==> src/logic/bsfe_pkg.sv <==
package bsfe_pkg;

  // Execution operation codes presented by the instruction decoder
  typedef enum logic [3:0] {
    OP_NOP                    = 4'h0,
    OP_IO_BIT_SET_OP          = 4'h1,
    OP_IO_BIT_CLEAR_OP        = 4'h2,
    OP_SHIFT_LEFT_LOGICAL_OP  = 4'h3,
    OP_SHIFT_RIGHT_LOGICAL_OP = 4'h4,
    OP_ROTATE_LEFT_CARRY_OP   = 4'h5,
    OP_ROTATE_RIGHT_CARRY_OP  = 4'h6,
    OP_SHIFT_RIGHT_ARITH_OP   = 4'h7,
    OP_NIBBLE_SWAP_OP         = 4'h8,
    OP_FLAG_SET_BY_INDEX_OP   = 4'h9,
    OP_FLAG_CLEAR_BY_INDEX_OP = 4'ha,
    OP_BIT_TO_TRANSFER_OP     = 4'hb,
    OP_TRANSFER_TO_BIT_OP     = 4'hc,
    OP_SLEEP_OP               = 4'hd,
    OP_WATCHDOG_RESTART_OP    = 4'he
  } bsfe_op_e;

  // Status register bit positions
  localparam logic [2:0] FLAG_C = 3'h0;
  localparam logic [2:0] FLAG_Z = 3'h1;
  localparam logic [2:0] FLAG_N = 3'h2;
  localparam logic [2:0] FLAG_V = 3'h3;
  localparam logic [2:0] FLAG_S = 3'h4;
  localparam logic [2:0] FLAG_H = 3'h5;
  localparam logic [2:0] FLAG_T = 3'h6;
  localparam logic [2:0] FLAG_I = 3'h7;

  // Register map, byte addresses
  localparam logic [3:0] ADDR_STATUS = 4'h0;
  localparam logic [3:0] ADDR_CTRL = 4'h4;
  localparam logic [3:0] ADDR_RESULT = 4'h8;
  localparam logic [3:0] ADDR_OPCOUNT = 4'hc;

  // Reset values and field layout
  localparam logic [7:0] STATUS_RST = 8'h00;
  localparam logic [1:0] SLEEP_MODE_RST = 2'h0;
  localparam int SLEEP_MODE_LSB = 0;
  localparam int SLEEP_MODE_W = 2;

  localparam logic [1:0] RESP_OKAY = 2'h0;
  localparam logic [1:0] RESP_SLVERR = 2'h2;

  // Issue slots per operation
  localparam int IO_BIT_CYCLES = 2;
  localparam int SIMPLE_OP_CYCLES = 1;

endpackage

==> src/logic/bsfe_shift_unit.sv <==
`timescale 1ns/1ps
module bsfe_shift_unit
  import bsfe_pkg::*;
(
  // Operation
  input wire bsfe_op_e i_op,
  input wire logic [7:0] i_data,
  input wire logic i_carry,
  // Result and flags
  output logic [7:0] o_result,
  output logic o_c,
  output logic o_z,
  output logic o_n,
  output logic o_v
);

  always_comb begin
    o_result = i_data;
    o_c = i_carry;
    unique case (i_op)
      OP_SHIFT_LEFT_LOGICAL_OP: begin
        o_result = {i_data[6:0], 1'b0};
        o_c = i_data[7];
      end
      OP_SHIFT_RIGHT_LOGICAL_OP: begin
        o_result = {1'b0, i_data[7:1]};
        o_c = i_data[0];
      end
      OP_ROTATE_LEFT_CARRY_OP: begin
        o_result = {i_data[6:0], i_carry};
        o_c = i_data[7];
      end
      OP_ROTATE_RIGHT_CARRY_OP: begin
        o_result = {i_carry, i_data[7:1]};
        o_c = i_data[0];
      end
      OP_SHIFT_RIGHT_ARITH_OP: begin
        o_result = {i_data[7], i_data[7:1]};
        o_c = i_data[0];
      end
      OP_NIBBLE_SWAP_OP: begin
        o_result = {i_data[3:0], i_data[7:4]};
      end
      default: begin
        o_result = i_data;
      end
    endcase
    o_z = (o_result == 8'h00);
    o_n = o_result[7];
    // Overflow of a shift is sign change against carry out
    o_v = o_result[7] ^ o_c;
  end

endmodule

==> src/logic/bsfe_exec_unit.sv <==
`timescale 1ns/1ps
module bsfe_exec_unit
  import bsfe_pkg::*;
(
  // Clock and reset
  input wire logic i_clk,
  input wire logic i_rst,
  // Decoder issue port
  input wire logic i_op_valid,
  input wire bsfe_op_e i_op,
  input wire logic [2:0] i_op_bit,
  input wire logic [5:0] i_op_io_addr,
  input wire logic [7:0] i_op_data,
  output logic o_op_ready,
  // Register file write-back
  output logic o_rd_we,
  output logic [7:0] o_rd_data,
  // I/O space
  output logic o_io_re,
  output logic [5:0] o_io_addr,
  input wire logic [7:0] i_io_rdata,
  output logic o_io_we,
  output logic [7:0] o_io_wdata,
  // Status and system requests
  output logic [7:0] o_status_register,
  output logic o_sleep_req,
  output logic [1:0] o_sleep_mode,
  output logic o_wdr_req,
  // AXI4-Lite slave
  input wire logic i_s_axi_awvalid,
  input wire logic [3:0] i_s_axi_awaddr,
  output logic o_s_axi_awready,
  input wire logic i_s_axi_wvalid,
  input wire logic [31:0] i_s_axi_wdata,
  input wire logic [3:0] i_s_axi_wstrb,
  output logic o_s_axi_wready,
  output logic o_s_axi_bvalid,
  output logic [1:0] o_s_axi_bresp,
  input wire logic i_s_axi_bready,
  input wire logic i_s_axi_arvalid,
  input wire logic [3:0] i_s_axi_araddr,
  output logic o_s_axi_arready,
  output logic o_s_axi_rvalid,
  output logic [31:0] o_s_axi_rdata,
  output logic [1:0] o_s_axi_rresp,
  input wire logic i_s_axi_rready
);

  typedef enum logic [2:0] {
    ST_IDLE  = 3'b001,
    ST_IO_RD = 3'b010,
    ST_IO_WR = 3'b100
  } bsfe_state_e;

  typedef struct packed {
    bsfe_state_e state;
    logic [7:0] status_register;
    logic rd_we;
    logic [7:0] rd_data;
    logic [5:0] io_addr;
    logic [2:0] io_bit;
    logic io_set;
    logic io_we;
    logic [7:0] io_wdata;
    logic sleep_req;
    logic wdr_req;
    logic [1:0] sleep_mode;
    logic [7:0] last_result;
    logic [15:0] op_count;
    logic aw_held;
    logic [3:0] awaddr;
    logic w_held;
    logic [31:0] wdata;
    logic [3:0] wstrb;
    logic bvalid;
    logic [1:0] bresp;
    logic rvalid;
    logic [31:0] rdata;
    logic [1:0] rresp;
  } bsfe_state_s;

  bsfe_state_s r;
  bsfe_state_s n;

  logic [7:0] sh_result;
  logic sh_c;
  logic sh_z;
  logic sh_n;
  logic sh_v;
  logic take;

  // True for every word address that holds a register
  function automatic logic addr_mapped(input logic [3:0] a);
    addr_mapped = (a == ADDR_STATUS) || (a == ADDR_CTRL) ||
                  (a == ADDR_RESULT) || (a == ADDR_OPCOUNT);
  endfunction

  function automatic logic [7:0] bit_mask(input logic [2:0] b);
    bit_mask = 8'h01 << b;
  endfunction

  bsfe_shift_unit u_shift (
    .i_op(i_op),
    .i_data(i_op_data),
    .i_carry(r.status_register[FLAG_C]),
    .o_result(sh_result),
    .o_c(sh_c),
    .o_z(sh_z),
    .o_n(sh_n),
    .o_v(sh_v)
  );

  // Second slot of an I/O bit op blocks issue while the read is out
  assign o_op_ready = (r.state != ST_IO_RD);
  assign take = i_op_valid && o_op_ready;

  always_comb begin
    n = r;
    n.rd_we = 1'b0;
    n.io_we = 1'b0;
    n.sleep_req = 1'b0;
    n.wdr_req = 1'b0;

    // Software side: write address and data taken in either order
    if (i_s_axi_awvalid && o_s_axi_awready) begin
      n.aw_held = 1'b1;
      n.awaddr = i_s_axi_awaddr;
    end
    if (i_s_axi_wvalid && o_s_axi_wready) begin
      n.w_held = 1'b1;
      n.wdata = i_s_axi_wdata;
      n.wstrb = i_s_axi_wstrb;
    end
    if (r.aw_held && r.w_held && !r.bvalid) begin
      n.aw_held = 1'b0;
      n.w_held = 1'b0;
      n.bvalid = 1'b1;
      n.bresp = addr_mapped(r.awaddr) ? RESP_OKAY : RESP_SLVERR;
      if (r.wstrb[0]) begin
        if (r.awaddr == ADDR_STATUS) begin
          n.status_register = r.wdata[7:0];
        end else if (r.awaddr == ADDR_CTRL) begin
          n.sleep_mode = r.wdata[SLEEP_MODE_LSB +: SLEEP_MODE_W];
        end
      end
    end
    if (r.bvalid && i_s_axi_bready) begin
      n.bvalid = 1'b0;
    end

    if (i_s_axi_arvalid && o_s_axi_arready) begin
      n.rvalid = 1'b1;
      n.rresp = addr_mapped(i_s_axi_araddr) ? RESP_OKAY : RESP_SLVERR;
      unique case (i_s_axi_araddr)
        ADDR_STATUS: n.rdata = {24'h000000, r.status_register};
        ADDR_CTRL: n.rdata = {30'h0, r.sleep_mode};
        ADDR_RESULT: n.rdata = {24'h000000, r.last_result};
        ADDR_OPCOUNT: n.rdata = {16'h0000, r.op_count};
        default: n.rdata = 32'h00000000;
      endcase
    end else if (r.rvalid && i_s_axi_rready) begin
      n.rvalid = 1'b0;
    end

    // I/O read-modify-write sequence
    unique case (r.state)
      ST_IDLE: begin
        n.state = ST_IDLE;
      end
      ST_IO_RD: begin
        // Only the selected bit changes, the rest is written back as read
        if (r.io_set) begin
          n.io_wdata = i_io_rdata | bit_mask(r.io_bit);
        end else begin
          n.io_wdata = i_io_rdata & ~bit_mask(r.io_bit);
        end
        n.io_we = 1'b1;
        n.state = ST_IO_WR;
      end
      ST_IO_WR: begin
        n.state = ST_IDLE;
      end
      default: begin
        n.state = ST_IDLE;
      end
    endcase

    // Instruction issue; flag updates here override a software write
    if (take) begin
      n.op_count = r.op_count + 16'h0001;
      unique case (i_op)
        OP_IO_BIT_SET_OP, OP_IO_BIT_CLEAR_OP: begin
          n.io_addr = i_op_io_addr;
          n.io_bit = i_op_bit;
          n.io_set = (i_op == OP_IO_BIT_SET_OP);
          n.state = ST_IO_RD;
        end
        OP_SHIFT_LEFT_LOGICAL_OP, OP_SHIFT_RIGHT_LOGICAL_OP,
        OP_SHIFT_RIGHT_ARITH_OP: begin
          n.rd_we = 1'b1;
          n.rd_data = sh_result;
          n.last_result = sh_result;
          n.status_register[FLAG_C] = sh_c;
          n.status_register[FLAG_Z] = sh_z;
          n.status_register[FLAG_N] = sh_n;
          n.status_register[FLAG_V] = sh_v;
        end
        OP_ROTATE_LEFT_CARRY_OP, OP_ROTATE_RIGHT_CARRY_OP: begin
          n.rd_we = 1'b1;
          n.rd_data = sh_result;
          n.last_result = sh_result;
          n.status_register[FLAG_C] = sh_c;
          n.status_register[FLAG_Z] = sh_z;
          n.status_register[FLAG_N] = sh_n;
          n.status_register[FLAG_V] = sh_v;
        end
        OP_NIBBLE_SWAP_OP: begin
          n.rd_we = 1'b1;
          n.rd_data = sh_result;
          n.last_result = sh_result;
        end
        OP_FLAG_SET_BY_INDEX_OP: begin
          n.status_register[i_op_bit] = 1'b1;
        end
        OP_FLAG_CLEAR_BY_INDEX_OP: begin
          n.status_register[i_op_bit] = 1'b0;
        end
        OP_BIT_TO_TRANSFER_OP: begin
          n.status_register[FLAG_T] = i_op_data[i_op_bit];
        end
        OP_TRANSFER_TO_BIT_OP: begin
          n.rd_we = 1'b1;
          n.rd_data = (i_op_data & ~bit_mask(i_op_bit)) |
                      ({8{r.status_register[FLAG_T]}} & bit_mask(i_op_bit));
          n.last_result = n.rd_data;
        end
        OP_SLEEP_OP: begin
          n.sleep_req = 1'b1;
        end
        OP_WATCHDOG_RESTART_OP: begin
          n.wdr_req = 1'b1;
        end
        OP_NOP: begin
          n.rd_we = 1'b0;
        end
        default: begin
          n.rd_we = 1'b0;
        end
      endcase
    end
  end

  always_ff @(posedge i_clk or posedge i_rst) begin
    if (i_rst) begin
      r <= '{
        state: ST_IDLE,
        status_register: STATUS_RST,
        rd_we: 1'b0,
        rd_data: 8'h00,
        io_addr: 6'h00,
        io_bit: 3'h0,
        io_set: 1'b0,
        io_we: 1'b0,
        io_wdata: 8'h00,
        sleep_req: 1'b0,
        wdr_req: 1'b0,
        sleep_mode: SLEEP_MODE_RST,
        last_result: 8'h00,
        op_count: 16'h0000,
        aw_held: 1'b0,
        awaddr: 4'h0,
        w_held: 1'b0,
        wdata: 32'h00000000,
        wstrb: 4'h0,
        bvalid: 1'b0,
        bresp: RESP_OKAY,
        rvalid: 1'b0,
        rdata: 32'h00000000,
        rresp: RESP_OKAY
      };
    end else begin
      r <= n;
    end
  end

  assign o_rd_we = r.rd_we;
  assign o_rd_data = r.rd_data;
  assign o_io_re = (r.state == ST_IO_RD);
  assign o_io_addr = r.io_addr;
  assign o_io_we = r.io_we;
  assign o_io_wdata = r.io_wdata;
  assign o_status_register = r.status_register;
  assign o_sleep_req = r.sleep_req;
  assign o_sleep_mode = r.sleep_mode;
  assign o_wdr_req = r.wdr_req;

  // One write in flight; the holding slots stall further beats
  assign o_s_axi_awready = !r.aw_held && !r.bvalid;
  assign o_s_axi_wready = !r.w_held && !r.bvalid;
  assign o_s_axi_bvalid = r.bvalid;
  assign o_s_axi_bresp = r.bresp;
  assign o_s_axi_arready = !r.rvalid;
  assign o_s_axi_rvalid = r.rvalid;
  assign o_s_axi_rdata = r.rdata;
  assign o_s_axi_rresp = r.rresp;

endmodule

==> config.mk <==
export PLATFORM = sky130hd
export DESIGN_NAME = bsfe_exec_unit
export DESIGN_NICKNAME = d
export VERILOG_FILES = /design/src/logic/bsfe_pkg.sv /design/src/logic/bsfe_shift_unit.sv /design/src/logic/bsfe_exec_unit.sv
export SDC_FILE = /design/constraint.sdc
export NUM_CORES = 1
export LEC_CHECK = 0
export BUFFER_PORTS_ARGS = -buffer_cell sky130_fd_sc_hd__clkbuf_2
export CORE_MARGIN = 1.5
export CORE_UTILIZATION = 54
export CTS_BUF_LIST = sky130_fd_sc_hd__clkbuf_4
export DETAILED_ROUTE_END_ITERATION = 16
export PLACE_DENSITY = 0.83
export SLEW_MARGIN = 20
export SYNTH_ARGS = -nofsm -noshare
export SYNTH_HDL_FRONTEND = slang
export SYNTH_SLANG_ARGS = --single-unit
==> constraint.sdc <==
create_clock -name i_clk -period 4.13 [get_ports i_clk]
set_input_delay 0.6195 -clock i_clk [delete_from_list [all_inputs] [get_ports i_clk]]
set_output_delay 0.6195 -clock i_clk [all_outputs]
set_load 0.005 [all_outputs]
==> summary.md <==
| Metric | Value |
|---|---|
| GR Util All Layers | 23.6% |
| # Max-Cap Violations | 0 |
| Most used standard cell by instance count after synthesis | sky130_fd_sc_hd__dfrtp_1 |
| HP Class | input port to asynchronous set/reset pin |
| Cell type contributing the most total cell area after synthesis | sky130_fd_sc_hd__dfrtp_1 |
| Slowest cell on crit path | sky130_fd_sc_hd__nor2b_1 |
| Insertion delay to the later sink of the worst-skew pair | 0.43 ns |
| Slowest cell delay on critical path | 0.83 ns |
| Total die area | 0.0109 mm2 |
| Setup repair after global routing missed its margin | false |
| Synth async-reset ratio | 100% |
| Outcome | complete, no violations |
| Complex-gate fraction of the synthesized area | 15.3% |
| Cell Chain, Critical Path | clkbuf_2 > nor2b_1 > a221oi_1 > o32a_1 > nor4_1 > a21o_1 |
| Vias after detailed routing | 4305 |
| Fin worst setup slack | 1.54 ns |
| Placement Setup Slack | 1.17 ns |
| CP endpoint kind | flip-flop |
| Adder and majority cell fraction of the synthesized area | 0.226% |
| Worst-case vdd ir drop | 0.224 mV |
| Residual DRC | 0 |
| Via-to-Cell Ratio | 5.77 |
| Required time worst endpoint | 4.52 ns |
| Standby leakage power | 2.81 nW |
| Worst hold slack | 0.176 ns |
| Largest clock skew in the final design | 0.0250 ns |
| Share of the yosys chip area belonging to registers | 42.6% |
| Post-CTS setup buffers | 0 |
| Total overflow reported by the global router | 0 |
| Final worst-path cycle share | 62.8% |
| Diodes inserted | 0 |
| Per-instance average area after synthesis | 9.78 um2 |
| Count of endpoints failing hold in the final timing report | 0 |
| Effective utilization at floorplan | 56.0% |
| Total number of placement rows | 36 |
| Wire length reported by the detailed router | 12.6 mm |
| Dominant combinational cell family by area after synthesis | compound AO/OA/AOI/OAI gates |
| Cell family contributing the most delay on the critical path | simple AND/OR/NAND/NOR gates |
| Core area | 0.00986 mm2 |
| Met3 WL post-DR | 828 um |
| Simple-gate area share of the yosys netlist | 15.0% |
| TNS Setup | 0 ns |
| Number of buffers created by CTS | 9 |
| Synth Area in XOR/XNOR | 3.01% |
| Sum of net half-perimeters after detailed placement | 9.37 mm |
| Setup-failing EPs final | 0 |
| Warnings from Yosys | 0 |
| Buffer depth of the longest clock path | 2 |
| Level count of the clock H-tree | 3 |
| GPL Wtd Cong | 0.965 |
| Relative area change from synthesis to final layout | 5.80% |
| Highest metal used | met4 |
| Detailed router's first-iteration violation count | 337 |
| PortBufs | 114 |
| TritonCTS clock tree | built |
| Placed Area | 0.00567 mm2 |
| Minimum period implied by the final worst setup slack | 2.59 ns |
| Netlist area before placement | 0.00553 mm2 |
| Pwr Total | 2.64 mW |
| Bufs and invs on worst path | 1 |
| Initial antenna violation count | 0 |
| Share of Yosys cell area claimed by the top area cell type | 42.1% |
| Power density over the cells | 452 mW/mm2 |
| Area of all placed cells without fillers | 0.00585 mm2 |
| Transition time at the pin with the least slew margin | 0.967 ns |
| Achievable clock frequency | 386 MHz |
| Clock slew seen by the registers of the worst setup and hold paths | 0.15 ns |
| Crit path arrival time | 2.98 ns |
| Global-route wire length before repair | 20.8 mm |
| Layout cells sized above 1 | 28.4% |
| Netlist cell types | 62 |
| Start-to-end type of the worst setup path | input port to flip-flop |
| Hold Buf Count CTS | 0 |
| Iteration count of the initial detailed-routing pass | 5 |
| Sum of routed wire segments on met1 | 5.48 mm |
| Detailed-routed wire length on met2 | 5.98 mm |
| Wire length per cell | 16.8 um |
| TritonCTS Sinks | 94 |
| Top Ports | 160 |
| Post-layout net count | 690 |
| Startpoint class of the critical path | input port |
| Area contributors post-synth | sky130_fd_sc_hd__dfrtp_1 (42%), sky130_fd_sc_hd__buf_4 (9.5%), sky130_fd_sc_hd__mux2_2 (5.1%) |
| Via count of the first global-routing pass | 4163 |
| Max-slew violations | 0 |
| Post-synth top flop | sky130_fd_sc_hd__dfrtp_1 |
| Largest net degree at the start of global routing | 63 |
| Root buffer cell | sky130_fd_sc_hd__clkbuf_4 |
| Number of cells upsized or downsized after cts | 0 |
| Synth Register Bits | 94 |
| Max_slew headroom | 35.4% |
| Commonest cells post-synth | sky130_fd_sc_hd__dfrtp_1 (93), sky130_fd_sc_hd__buf_4 (70), sky130_fd_sc_hd__nand2_1 (54), sky130_fd_sc_hd__o21ai_0 (39), sky130_fd_sc_hd__nor2_1 (33) |
| Mux share of post-synthesis cell area | 10.6% |
| Width of the die | 104 um |
| Height of the die | 104 um |
| Post-route ant nets | 0 |
| EDFF count, synth | 0 |
| Maximum net fanout on the critical path | 22 |
| Post-synthesis cell count | 565 |
-- cell families after synthesis --
| group | count (synthesis) |
|---|---|
| AO/OA/AOI/OAI | 124 |
| XOR/XNOR | 19 |
| adder cells (fa/ha/maj) | 1 |
| buffers and inverters | 113 |
| flip-flops | 94 |
| multiplexers | 53 |
| other | 1 |
| AND/OR/NAND/NOR | 160 |
-- stage by stage --
stage / util [%] / instances
2_1_floorplan: - / 582
3_3_place_gp: 57.4 / 730
3_5_place_dp: 57.4 / 730
4_1_cts: 59.3 / 746
5_1_grt: 59.3 / 746
6_report: 59.3 / 746
-- worst reg2reg max path, delay by kind of cell (launching register included) --
kind	cells	cell delay (ns)
compound gates	1	0.24
simple gates	3	1.35
mux	1	0.33
flops	1	0.54
-- metal layers --
| metal | GRT usage (%) | vias to the layer above |
|---|---|---|
| met1 | 32.2 | 2112 |
| met5 | 0 | - |
| met2 | 38.2 | 183 |
| met3 | 3.57 | 20 |
| met4 | 8.93 | 0 |
| li1 | - | 1990 |
-- state kept, by name (all words and copies together), names as in the netlist --
name               count
o_io_addr              6
o_s_axi_bvalid         1
r                     46
o_s_axi_rdata         16
o_s_axi_bresp          1
o_s_axi_rresp          1
o_wdr_req              1
o_sleep_req            1
o_s_axi_rvalid         1
o_status_register      8
o_io_we                1
o_rd_we                1
o_sleep_mode           2
o_io_wdata             8
-- final timing paths --
path                                         from  cells past startpoint                              to  slack, ns
worst max-delay path                      i_op[2]                      6  o_status_register[1]$_DFF_PP0_       1.54
worst min-delay path                        i_rst                      2       o_io_wdata[5]$_DFFE_PP0P_       0.18
worst max register to register   r[144]$_DFF_PP1_                      5        o_io_addr[0]$_DFFE_PP0P_       1.54
worst min register to register  r[95]$_DFFE_PP0P_                      1               r[95]$_DFFE_PP0P_       0.49
max in group asynchronous                   i_rst                      3               r[42]$_DFFE_PP0P_       2.80
min in group i_clk                 i_s_axi_rready                      2      o_s_axi_rvalid$_DFFE_PP0P_       0.35
-- layout by cell type (no fill, tap or decap), types with 7 or more instances in the layout --
cell,instances
sky130_fd_sc_hd__clkbuf_2,114
sky130_fd_sc_hd__dfrtp_1,93
sky130_fd_sc_hd__nand2_1,54
sky130_fd_sc_hd__o21ai_0,39
sky130_fd_sc_hd__nor2_1,33
sky130_fd_sc_hd__mux2i_1,26
sky130_fd_sc_hd__mux2_2,25
sky130_fd_sc_hd__a21oi_1,18
sky130_fd_sc_hd__a22o_1,18
sky130_fd_sc_hd__conb_1,18
sky130_fd_sc_hd__xnor2_1,14
sky130_fd_sc_hd__nand3_1,12
sky130_fd_sc_hd__o22ai_1,11
sky130_fd_sc_hd__nor2b_1,10
sky130_fd_sc_hd__inv_1,9
sky130_fd_sc_hd__clkbuf_4,9
sky130_fd_sc_hd__nor3_1,8
sky130_fd_sc_hd__a22oi_1,8
sky130_fd_sc_hd__and3_1,7
-- area by class of cell --
type / count / area (um2)
Fill cell: 850 / 4020
Clock buffer: 9 / 67.6
Tap cell: 133 / 166
Sequential cell: 94 / 2350
Multi-Input combinational cell: 375 / 2510
Inverter: 11 / 42.5
Clock inverter: 7 / 113
Timing Repair Buffer: 117 / 593
-- report_power, final --
group | switching [mW] | internal, mW
registers | 0.218 | 1.13
clock network | 0.297 | 0.302
logic | 0.337 | 0.357
total | 0.852 | 1.79
(Power assumes the default switching activity.)
